--- config.mk ---
export PLATFORM = sky130hd
export DESIGN_NAME = mel_log_bank
export DESIGN_NICKNAME = d
export VERILOG_FILES = /design/src/mel_pkg.sv /design/src/mel_log_bank.sv
export VERILOG_INCLUDE_DIRS = /design/src
export SDC_FILE = /design/constraint.sdc
export NUM_CORES = 1
export LEC_CHECK = 0
export BUFFER_PORTS_ARGS = -buffer_cell sky130_fd_sc_hd__buf_2
export CAP_MARGIN = 20
export CORE_MARGIN = 3
export CORE_UTILIZATION = 30
export CTS_BUF_LIST = sky130_fd_sc_hd__clkbuf_2
export DETAILED_ROUTE_END_ITERATION = 10
export PLACE_DENSITY = 0.56
export SKIP_CTS_REPAIR_TIMING = 1
export SYNTH_ARGS = -nofsm -noshare
export SYNTH_HDL_FRONTEND = slang
export SYNTH_SLANG_ARGS = --single-unit
--- constraint.sdc ---
create_clock -name clk_i -period 4.61 [get_ports clk_i]
set_clock_uncertainty 0.1 [all_clocks]
set_input_delay 0.2305 -clock clk_i [delete_from_list [all_inputs] [get_ports clk_i]]
set_output_delay 0.2305 -clock clk_i [all_outputs]
set_load 0.01 [all_outputs]
--- src/mel_regs.svh ---
/*
 * Register indices, field positions and reset values of the memory error log bank.
 * Assumes it is included by the package and by the design, with byte address = 4 * index.
 */
// What this block does
// - The first fatal request error stores bank in 14:12, rank in 10:8, buffer id in 7:0.
// - Each request and configuration log has a direction bit 11: 0 is read, 1 is write.
// - The first fatal memory error also stores column in 27:16 and row in 14:0 of a second log.
// - The first configuration access error stores byte enables, offset, function and id.
// - The first fatal northbound CRC error stores the whole 156-bit frame: data, ECC and CRC.
// - The frame fills five words in ascending order; the fifth holds 155:128 in 27:0.
// - The first correctable ECC error latches an 18-bit locator of the symbol pair in error.
// - Locator 7:0 are data pairs 1:0-15:14, 8 check 1:0, 16:9 data 17:16-31:30, 17 check 3:2.
// - The first non-fatal memory error stores bank, rank, direction and id in the fatal layout.
`ifndef MEL_REGS_SVH
`define MEL_REGS_SVH

// Register indices.
`define MEL_IDX_ECC_LOC      10'h07c
`define MEL_IDX_FATAL_REQ    10'h0be
`define MEL_IDX_FATAL_ADDR   10'h0c0
`define MEL_IDX_CFG_ERR      10'h0c4
`define MEL_IDX_CRC_A        10'h0c8
`define MEL_IDX_CRC_B        10'h0cc
`define MEL_IDX_CRC_C        10'h0d0
`define MEL_IDX_CRC_D        10'h0d4
`define MEL_IDX_CRC_E        10'h0d8
`define MEL_IDX_NONFATAL_REQ 10'h0e2
`define MEL_IDX_CTRL         10'h080
`define MEL_IDX_STATUS       10'h081

// Request log fields.
`define MEL_REQ_BANK_LSB     12
`define MEL_REQ_DIR_BIT      11
`define MEL_REQ_RANK_LSB     8
`define MEL_REQ_BUF_LSB      0
// Address log fields.
`define MEL_ADDR_COL_LSB     16
`define MEL_ADDR_ROW_LSB     0
// Configuration log fields.
`define MEL_CFG_BE_LSB       24
`define MEL_CFG_REG_LSB      16
`define MEL_CFG_DIR_BIT      11
`define MEL_CFG_FUNC_LSB     8
`define MEL_CFG_BUF_LSB      0
// Frame layout.
`define MEL_FRAME_W          156
`define MEL_FRAME_TOP_W      28
`define MEL_LOC_W            18

// Control: one capture enable per log class, bit order as the status word.
`define MEL_CTRL_RESET       5'h1f
`define MEL_LOG_CLASSES      5
`define MEL_LOG_RESET        32'h0

`endif

--- src/mel_pkg.sv ---
/*
 * Types of the memory error log bank.
 * Assumes the constant header is on the include path.
 */
`include "mel_regs.svh"

package mel_pkg;

   // One memory request error as reported by a channel.
   typedef struct packed {
      logic        valid;
      logic [2:0]  bank;
      logic [2:0]  rank;
      logic        dir;
      logic [7:0]  buf_id;
      logic [11:0] col;
      logic [14:0] row;
   } mel_mem_evt_t;

   // One DIMM configuration access error.
   typedef struct packed {
      logic       valid;
      logic [3:0] byte_lane_enables;
      logic [7:0] reg_offset;
      logic [2:0] func;
      logic       dir;
      logic [7:0] buf_id;
   } mel_cfg_evt_t;

   // One northbound frame that failed CRC.
   typedef struct packed {
      logic                     valid;
      logic [`MEL_FRAME_W-1:0]  frame;
   } mel_crc_evt_t;

   // One correctable ECC error, one flag per symbol pair in code word order.
   typedef struct packed {
      logic        valid;
      logic [15:0] data_pair;
      logic [1:0]  check_pair;
   } mel_ecc_evt_t;

   // Log class order, shared by the control and status words.
   typedef enum logic [2:0] {
      MEL_CLS_FATAL_MEM,
      MEL_CLS_NONFATAL_MEM,
      MEL_CLS_CFG,
      MEL_CLS_CRC,
      MEL_CLS_ECC
   } mel_cls_t;

   // Every flip-flop of the bank.
   typedef struct packed {
      logic [15:0]                  fatal_req;
      logic [31:0]                  fatal_addr;
      logic [31:0]                  cfg_log;
      logic [`MEL_FRAME_W-1:0]      crc_frame;
      logic [`MEL_LOC_W-1:0]        ecc_loc;
      logic [15:0]                  nonfatal_req;
      logic [`MEL_LOG_CLASSES-1:0]  filled;
      logic [`MEL_LOG_CLASSES-1:0]  enable;
      logic                         ack;
      logic [31:0]                  rdata;
   } mel_state_t;

endpackage : mel_pkg

--- src/mel_log_bank.sv ---
/*
 * Memory error log bank: first-error capture registers behind a classic Wishbone slave.
 * Assumes error reports are one-cycle pulses synchronous to clk_i and a Wishbone master
 * that holds each request until it sees ack.
 */
// The Wishbone slave port was chosen for this implementation.
`timescale 1ns/1ps
`include "mel_regs.svh"

module mel_log_bank
   import mel_pkg::*;
(
   // Clock and reset
   input  wire logic         clk_i,
   input  wire logic         rst_i,
   // Wishbone slave
   input  wire logic         wb_cyc_i,
   input  wire logic         wb_stb_i,
   input  wire logic         wb_we_i,
   input  wire logic [11:0]  wb_adr_i,
   input  wire logic [3:0]   wb_sel_i,
   input  wire logic [31:0]  wb_dat_i,
   output logic      [31:0]  wb_dat_o,
   output logic              wb_ack_o,
   // Error reports from the memory channels
   input  wire mel_mem_evt_t fatal_mem_i,
   input  wire mel_mem_evt_t nonfatal_mem_i,
   input  wire mel_cfg_evt_t cfg_err_i,
   input  wire mel_crc_evt_t crc_err_i,
   input  wire mel_ecc_evt_t ecc_err_i,
   // Which logs hold a capture
   output logic [4:0]        log_filled_o
);

   mel_state_t            s_q;
   mel_state_t            s_d;
   logic [9:0]            idx;
   logic                  req;
   logic [`MEL_LOC_W-1:0] loc_in;
   logic [4:0]            arm;

   assign idx = wb_adr_i[11:2];
   assign req = wb_cyc_i & wb_stb_i & ~s_q.ack;

   // Fold symbol-pair flags into locator order: check 0 sits between the two data halves, check 1 on top.
   assign loc_in = {ecc_err_i.check_pair[1], ecc_err_i.data_pair[15:8],
                    ecc_err_i.check_pair[0], ecc_err_i.data_pair[7:0]};

   // A class captures only while enabled and still empty, so later errors never overwrite.
   genvar g;
   generate
      for (g = 0; g < `MEL_LOG_CLASSES; g++) begin : g_arm
         assign arm[g] = s_q.enable[g] & ~s_q.filled[g];
      end
   endgenerate

   always_comb begin
      s_d      = s_q;
      s_d.ack  = req;
      s_d.rdata = 32'h0;

      if (fatal_mem_i.valid && arm[MEL_CLS_FATAL_MEM]) begin
         s_d.fatal_req  = {1'b0, fatal_mem_i.bank, fatal_mem_i.dir,
                           fatal_mem_i.rank, fatal_mem_i.buf_id};
         s_d.fatal_addr = {4'h0, fatal_mem_i.col, 1'b0, fatal_mem_i.row};
         s_d.filled[MEL_CLS_FATAL_MEM] = 1'b1;
      end
      if (nonfatal_mem_i.valid && arm[MEL_CLS_NONFATAL_MEM]) begin
         s_d.nonfatal_req = {1'b0, nonfatal_mem_i.bank, nonfatal_mem_i.dir,
                             nonfatal_mem_i.rank, nonfatal_mem_i.buf_id};
         s_d.filled[MEL_CLS_NONFATAL_MEM] = 1'b1;
      end
      if (cfg_err_i.valid && arm[MEL_CLS_CFG]) begin
         s_d.cfg_log = {4'h0, cfg_err_i.byte_lane_enables, cfg_err_i.reg_offset, 4'h0,
                        cfg_err_i.dir, cfg_err_i.func, cfg_err_i.buf_id};
         s_d.filled[MEL_CLS_CFG] = 1'b1;
      end
      if (crc_err_i.valid && arm[MEL_CLS_CRC]) begin
         s_d.crc_frame = crc_err_i.frame;
         s_d.filled[MEL_CLS_CRC] = 1'b1;
      end
      if (ecc_err_i.valid && arm[MEL_CLS_ECC]) begin
         s_d.ecc_loc = loc_in;
         s_d.filled[MEL_CLS_ECC] = 1'b1;
      end

      // Only the control word is writable; the logs ignore every write.
      if (req && wb_we_i && idx == `MEL_IDX_CTRL && wb_sel_i[0]) begin
         s_d.enable = wb_dat_i[`MEL_LOG_CLASSES-1:0];
      end

      if (req && !wb_we_i) begin
         unique case (idx)
            `MEL_IDX_ECC_LOC:      s_d.rdata = {14'h0, s_q.ecc_loc};
            `MEL_IDX_FATAL_REQ:    s_d.rdata = {16'h0, s_q.fatal_req};
            `MEL_IDX_FATAL_ADDR:   s_d.rdata = s_q.fatal_addr;
            `MEL_IDX_CFG_ERR:      s_d.rdata = s_q.cfg_log;
            `MEL_IDX_CRC_A:        s_d.rdata = s_q.crc_frame[31:0];
            `MEL_IDX_CRC_B:        s_d.rdata = s_q.crc_frame[63:32];
            `MEL_IDX_CRC_C:        s_d.rdata = s_q.crc_frame[95:64];
            `MEL_IDX_CRC_D:        s_d.rdata = s_q.crc_frame[127:96];
            `MEL_IDX_CRC_E:        s_d.rdata = {4'h0, s_q.crc_frame[155:128]};
            `MEL_IDX_NONFATAL_REQ: s_d.rdata = {16'h0, s_q.nonfatal_req};
            `MEL_IDX_CTRL:         s_d.rdata = {27'h0, s_q.enable};
            `MEL_IDX_STATUS:       s_d.rdata = {27'h0, s_q.filled};
            default:               s_d.rdata = 32'h0;
         endcase
      end
   end

   always_ff @(posedge clk_i) begin
      if (rst_i) begin
         s_q        <= '0;
         s_q.enable <= `MEL_CTRL_RESET;
      end else begin
         s_q <= s_d;
      end
   end

   assign wb_dat_o     = s_q.rdata;
   assign wb_ack_o     = s_q.ack;
   assign log_filled_o = s_q.filled;

endmodule : mel_log_bank

==> results of run 1 <==
metrics by stage:
step                instance area (um2)  instances  utilization [%]  setup WS [ns]  hold WS (ns)
global placement                  13700       2215             35.2           1.09         0.341
CTS                               14500       2356             37.2           1.80        -0.759
detailed placement                13700       2215             35.2           1.05         0.345
floorplan                         12000       1506                -           2.43         0.248
cell families after synthesis:
kind of cell | Yosys count | synth area share (%)
buffers and inverters | 153 | 6.06
AOI/OAI and AO/OA | 413 | 20.7
muxes | 26 | 2.55
DFF | 298 | 49.9
and+or+nand+nor | 616 | 20.8
cell usage after synthesis (all sizes together) (2+ instances only):
cell type	number	area (um2)
a211o	5	43.8
a211oi	2	15.0
a21oi	275	1380
a221oi	10	87.6
a222oi	20	200
a22o	11	96.3
a22oi	51	383
a31oi	21	131
a32o	3	30.0
a32oi	2	17.5
a41oi	2	17.5
and2	2	12.5
and3	3	18.8
and4b	2	20.0
buf	53	349
clkbuf	99	372
dfxtp	298	5970
mux2	6	67.6
mux2i	17	170
mux4	3	67.6
nand2	531	1990
nand3	4	20.0
nor2	31	116
nor2b	8	50.1
nor3	10	50.1
nor4	4	40.0
nor4b	5	43.8
nor4bb	2	20.0
o21ai	3	15.0
o22ai	5	31.3
or2	5	31.3
==> parameters.txt, run 1 <==
Parameter                              Value

Outcome
  Status    did not finish
  Last step reached    global routing
  Tool error    [ERROR RSZ-0060] Max buffer count reached.

Die
  Die Ht    206 um
  Number of rows in the core area    72
  Die span in x    206 um
  Initial Util    30.7%
  Boundary pin count    378

Placement
  DPL Wire Length    34800 um
  Input/output buffers    318
  Global placement routability congestion    0.941

Logic synthesis
  Ys async rst share    0%
  Post-synthesis cell type count    48
  Syn Nets    1846
  EDFF count, synth    0
  Proportion of synthesized chip area in sequential cells    49.9%
  Count of state elements after synthesis    298
  Post-Synthesis Cell Area    12000 um2
  Dominant synthesized flop cell    dfxtp_1
  Synth warnings    0
  Synthesized instance count    1506
  Mean instance size in the synthesized netlist    7.94 um2

CTS
  Clock root buffer    clkbuf_2
  Number of H-tree levels    3
  Total CTS buffers    81
  Clock tree buffer depth    3
  TritonCTS sink count    298

Global route
  Pin count of the biggest net entering global routing    98
==> inputs of run 2 (changes only) <==
--- a/config.mk
+++ b/config.mk
@@ -9,10 +9,9 @@
 export BUFFER_PORTS_ARGS = -buffer_cell sky130_fd_sc_hd__buf_2
 export CAP_MARGIN = 20
 export CORE_MARGIN = 3
-export CORE_UTILIZATION = 30
-export CTS_BUF_LIST = sky130_fd_sc_hd__clkbuf_2
+export CORE_UTILIZATION = 20
 export DETAILED_ROUTE_END_ITERATION = 10
-export PLACE_DENSITY = 0.56
+export PLACE_DENSITY_LB_ADDON = 0.15
 export SKIP_CTS_REPAIR_TIMING = 1
 export SYNTH_ARGS = -nofsm -noshare
 export SYNTH_HDL_FRONTEND = slang
==> run 2 against run 1 <==
  * The run now ends clean
  * Synthesized cell count stayed put
  * Area after synthesis stayed put
==> parameters.txt, run 2 <==
Parameter                              Value

Outcome
  Status    finished, final reports clean

Critical path
  End point of the critical path    wb_dat_o[18]
  Crit path depth    7
  Maximum fanout count along the critical path    25
  Crit path max-delay family    buffers and inverters
  Timing startpoint of the critical path    wb_adr_i[5]
  Crit path DAT    2.87 ns
  Launching element type of the critical path    primary input
  Reg2Reg Launch Point    s_q[36]
  Register-to-register path setup slack    2.35 ns
  WP data required    4.91 ns
  Buf+Inv Stages, Crit Path    2
  Chain of cells forming the critical path    buf_2 -> nor4b_1 -> and4b_1 -> a2111o_1 -> a222oi_1 -> buf_4 -> a31oi_1
  Class of the most critical setup path    primary input to flop
  CP peak stage delay    0.55 ns
  Reg2Reg Capture Point    s_q[81]
  Cells on worst reg2reg path    5
  Cell at the slowest stage of the critical path    and4b_1
  Worst Setup End Kind    flop

Logic synthesis
  Share of the synthesized netlist area taken by xor and xnor gates    0%
  Adder-cell share of the synthesized area    0%
  Syn Nets    1846
  Synthesized instance count    1506
  Synth warnings    0
  Cell with the most instances after synthesis    nand2_1
  Proportion of synthesized chip area in sequential cells    49.9%
  Post-Synthesis Cell Area    12000 um2
  Count of state elements after synthesis    298
  Top cells by count, synth    531 x nand2_1, 298 x dfxtp_1, 275 x a21oi_1
  Top-area cell type share of the netlist area    49.9%
  Largest family of logic cells by synthesized area    simple AND/OR/NAND/NOR gates
  Multiplexer share of the synthesized area    2.55%
  Post-synthesis cell type count    48
  EDFF count, synth    0
  Yosys top cell by area    dfxtp_1
  Dominant synthesized flop cell    dfxtp_1
  Complex-gate fraction of the synthesized area    20.7%
  Simple-gate area share of the yosys netlist    20.8%
  Biggest area contributors in the synthesized netlist    dfxtp_1 50%, nand2_1 17%, a21oi_1 12%
  Ys async rst share    0%
  Mean instance size in the synthesized netlist    7.94 um2

Global route
  Pin count of the biggest net entering global routing    186
  Number of global-route vias before repair    11500
  Global-route wire length before repair    79500 um
  Number of antenna violations at the first check in global routing    4
  Final global-route overflow total    0
  Total routing usage reported by global routing    17.3%

Die
  Number of rows in the core area    88
  Core area    58500 um2
  Die Ht    251 um
  Area of the die    62800 um2
  Initial Util    20.5%
  Die span in x    251 um
  Boundary pin count    378

Timing
  Tightest Pin Transition    1.00 ns
  Min Clock Period, post-route    2.57 ns
  Total negative slack for setup checks    0 ns
  Final hold violation count    0
  Number of pins exceeding their max-slew limit in the final report    0
  Unrepaired setup endpoints after global routing    no
  Relative max-transition margin    32.1%
  Final count of negative-setup-slack endpoints    0
  Fmax    0.390 GHz
  Final clock period utilization by the worst path    55.7%

Final layout
  Final core utilization    30.8%
  Post-layout instance area    18000 um2
  Share of layout cells above drive strength 1    21.1%
  Cell Count, Final, Fillers Out    2793
  Max reg flops    260
  Most frequent cells in the layout    531 x nand2_1, 317 x buf_2, 298 x dfxtp_1
  Net total in the final layout    2344
  Area growth from synthesis to layout    50.6%
  Most flops, register    s_q
  Most frequent standard cell in the layout excluding fill and tap cells    nand2_1

CTS
  Total CTS buffers    38
  Post-CTS clock slew at the launch and capture registers of the worst setup and hold paths    0.06 ns
  TritonCTS sink count    298
  Number of H-tree levels    2
  Clock tree buffer depth    3
  Clock root buffer    clkbuf_16
  Clock latency of the later-clocked register in the worst-skew pair    0.55 ns
  Clock tree from TritonCTS    done

Power and ir drop
  Maximum vdd ir drop    0.000220 V
  Leak pwr    7.07 nW
  Areal power density over the cells    371 nW/um2
  Power after layout    6.68 mW

Route
  Final antenna-violating net count    0
  First DRT Iteration DRCs    830
  Post-Route WL    59000 um
  Via-to-Cell Ratio    4.53
  TritonRoute pass-1 iters    6
  Total via count in the routed design    12700
  Routed wire length per instance    21.1 um
  Drc violations    0

Placement
  DPL Wire Length    41200 um
  Input/output buffers    318
  Placed Instance Area    14100 um2
  Global placement routability congestion    0.794
  Cell count after placement    2465

Run
  Number of max-capacitance violations reported    0

Worst hold path
  Worst hold-check path type    primary input to flop
==> run 2: cell counts after synthesis <==
Identical to the previous run, type by type.
==> run 2: metrics by stage <==
| stage | setup WS [ns] | hold WS, ns |
|---|---|---|
| 6_report | 2.04 | 0.0145 |
| 5_1_grt | 1.95 | 0.0118 |
| 4_1_cts | 2.11 | -0.247 |
| 3_5_place_dp | 1.49 | 0.344 |
| 3_3_place_gp | 1.56 | 0.342 |
| 2_1_floorplan | 2.43 | 0.248 |
==> run 2: worst min-delay path, stage by stage <==
cell,delay (ns)
buf_2,0.10
nand2_1,0.19
a21oi_1,0.10
==> run 2: cells by family after synthesis <==
| group | after synthesis |
|---|---|
| simple gates | 616 |
| flops | 298 |
| mux | 26 |
| compound gates | 413 |
| buf+inv | 153 |
==> run 2: worst min-delay path by stage <==
stage | from | depth (start not counted) | slack [ns] | to
2_1_floorplan | wb_dat_i[0] | 1 | 0.25 | s_q[33]
3_5_place_dp | s_q[239] | 2 | 0.34 | s_q[239]
4_1_cts | wb_dat_i[0] | 2 | -0.25 | s_q[33]
3_3_place_gp | s_q[283] | 2 | 0.34 | s_q[283]
5_1_grt | crc_err_i[36] | 3 | 0.01 | s_q[113]
6_report | crc_err_i[36] | 3 | 0.01 | s_q[113]
==> run 2: area by class of cell <==
type | instances | area (um2)
fillers | 6341 | 40500
flip-flops and latches | 298 | 5970
multi-input cells | 1055 | 5300
repair buffers | 610 | 4490
clock buffers | 52 | 1140
well taps | 765 | 957
clock inverters | 10 | 156
diodes | 2 | 5.00
inverters | 1 | 3.75
==> run 2: report_power, final <==
part	leakage (nW)	internal [mW]	switching (mW)
clock	0.637	1.94	1.19
sequential	2.44	2.71	0.0809
combinational	4.00	0.358	0.407
total	7.07	5.01	1.68
==> run 2: metal layers <==
| metal | vias to the layer above | track usage [%] | wire length [um] |
|---|---|---|---|
| met2 | 391 | 27.3 | 27200 |
| met4 | 2 | 4.52 | 1300 |
| met1 | 6058 | 24.3 | 27700 |
| met5 | - | 0 | 7 |
| li1 | 6126 | - | - |
| met3 | 81 | 3.13 | 2830 |
Power figures use the tool's default switching activity.
==> inputs of run 3 (changes only) <==
==> constraint.sdc (replaced) <==
create_clock -name clk_i -period 2.4 [get_ports clk_i]
set_clock_uncertainty 0.1 [all_clocks]
set_input_delay 0.12 -clock clk_i [delete_from_list [all_inputs] [get_ports clk_i]]
set_output_delay 0.12 -clock clk_i [all_outputs]
set_load 0.01 [all_outputs]
==> run 3 against run 2 <==
  * Core utilization increased by 1.2 points
  * Critical path type is now flop to flop
  * Highest routed layer unchanged
  * Die area stayed put
  * Critical path depth stayed put
  * Count of clock-buffer cells in the layout up 1
  * First-iteration DRC count is 1.2% lower
==> parameters.txt, run 3 (same netlist as run 2, synthesis figures left out) <==
Parameter                              Value

Final layout
  Cell Count, Final, Fillers Out    2873
  Area growth from synthesis to layout    56.8%
  Max reg flops    260
  Share of layout cells above drive strength 1    22.6%
  Most frequent standard cell in the layout excluding fill and tap cells    nand2_1
  Most frequent cells in the layout    531 x nand2_1, 317 x buf_2, 298 x dfxtp_1
  Most flops, register    s_q
  Fill count    6178
  Net total in the final layout    2420

Global route
  Number of global-route vias before repair    11700
  Final global-route overflow total    0
  Total routing usage reported by global routing    17.4%
  Pin count of the biggest net entering global routing    131
  Global-route wire length before repair    80100 um
  Number of antenna violations at the first check in global routing    2

Power and ir drop
  Switching portion of total power    25.5%
  Net switching power figure    3.23 mW
  Maximum vdd ir drop    0.000385 V
  Share of power burned in registers    42.5%
  Leak pwr    7.49 nW
  Areal power density over the cells    677 nW/um2
  Power after layout    12.7 mW
  Part of the total power dissipated in combinational logic    12.1%
  Total internal power    9.45 mW
  Clock network fraction of design power    45.5%

Route
  Post-Route WL    58800 um
  Drc violations    0
  TritonRoute pass-1 iters    7
  Final antenna-violating net count    0
  Via-to-Cell Ratio    4.50
  First DRT Iteration DRCs    820
  Routed wire length per instance    20.5 um
  Total via count in the routed design    12900

Placement
  Global placement routability congestion    0.831
  Pre-CTS WS    -0.0917 ns
  DPL Wire Length    42300 um
  Input/output buffers    318
  Cell count after placement    2513

Critical path
  Worst Setup End Kind    flop
  WP data required    2.79 ns
  Chain of cells forming the critical path    nand2_1 -> nor2_4 -> buf_12 -> buf_4 -> nand2_1 -> a21oi_1 -> dlygate4sd3_1
  Launching element type of the critical path    flop
  Maximum fanout count along the critical path    75
  Cell with the most instances on the worst path    nand2_1
  Cells on worst reg2reg path    7
  Class of the most critical setup path    flop to flop
  Crit path DAT    2.64 ns
  Cell at the slowest stage of the critical path    dlygate4sd3_1
  CP peak stage delay    0.56 ns
  Register-to-register path setup slack    0.15 ns

Worst hold path
  Min-Delay Path Depth    5
  Worst hold-check path type    primary input to flop

Die
  Initial Util    20.5%
  Core area    58500 um2
  Area of the die    62800 um2
  Number of rows in the core area    88
  Die span in x    251 um
  Die Ht    251 um
  Boundary pin count    378

Timing
  Min Clock Period, post-route    2.25 ns
  Final count of negative-setup-slack endpoints    0
  Final hold violation count    0
  Relative max-transition margin    44.2%
  Final clock period utilization by the worst path    93.9%
  Tightest Pin Transition    0.826 ns
  Worst Slack Setup Final    0.146 ns
  Total negative slack for setup checks    0 ns
  Number of pins exceeding their max-slew limit in the final report    0
  Fmax    0.444 GHz
  Final worst hold slack    0.116 ns

CTS
  Clock latency of the later-clocked register in the worst-skew pair    0.55 ns
  Total CTS buffers    38
  Number of H-tree levels    2
  TritonCTS sink count    298
  Clock tree from TritonCTS    done
  Clock tree buffer depth    3
  Clock root buffer    clkbuf_16
  Post-CTS clock slew at the launch and capture registers of the worst setup and hold paths    0.06 ns

Run
  Number of max-capacitance violations reported    0

Outcome
  Status    finished, final reports clean
## run 3: cell count changes in the layout (fill, tap and decap cells not counted), sizes merged
cell / previous run / this run
buf: 345 / 393
dlygate4sd3: 264 / 292
clkinv: 5 / 7
inv: 1 / 3
bufinv: 4 / 3
clkbuf: 53 / 54
## run 3: metal layers
| metal | vias to the layer above | wire length, um | global-route usage [%] |
|---|---|---|---|
| li1 | 6281 | - | - |
| met1 | 6167 | 27400 | 24.1 |
| met2 | 389 | 26800 | 27.3 |
| met3 | 91 | 3230 | 3.78 |
| met4 | 2 | 1400 | 4.32 |
| met5 | - | 13 | 0 |
## run 3: final cells by class
cell class	count	area, um2	area share, %
Clock inverter	13	158	0.841
Inverter	1	3.75	0.0200
Tap cell	765	957	5.11
Multi-Input combinational cell	1055	5300	28.3
Timing Repair Buffer	686	5270	28.1
Sequential cell	298	5970	31.8
Antenna cell	2	5.00	0.0267
Clock buffer	53	1090	5.81
## run 3: final timing paths
| path | startpoint | endpoint |
|---|---|---|
| max | s_q[36] | s_q[104] |
| min | wb_adr_i[6] | wb_dat_o[4] |
| max reg2reg | s_q[36] | s_q[104] |
| min reg2reg | s_q[77] | s_q[77] |
## run 3: power groups by stage
stage	sequential (mW)	combinational, mW	clock (mW)
6_report	5.39	1.53	5.76
5_1_grt	5.41	1.69	6.13
4_1_cts	5.38	1.17	5.94
3_5_place_dp	5.49	1.17	0
3_3_place_gp	5.49	1.16	0
2_1_floorplan	5.41	0.590	0
## run 3: critical path: cells and delay by family, from the launching register on
kind / cells / cell delay [ns]
AO/OA/AOI/OAI: 1 / 0.13
flip-flops: 1 / 0.42
buffers and inverters: 3 / 1.16
AND/OR/NAND/NOR: 3 / 0.36
## run 3: metrics by stage
stage | util (%) | instance area (um2)
global route | 32.1 | 18700
floorplan | - | 12000
global placement | 24.9 | 14600
finish | 32.1 | 18700
detailed placement | 24.9 | 14600
CTS | 27.1 | 15800
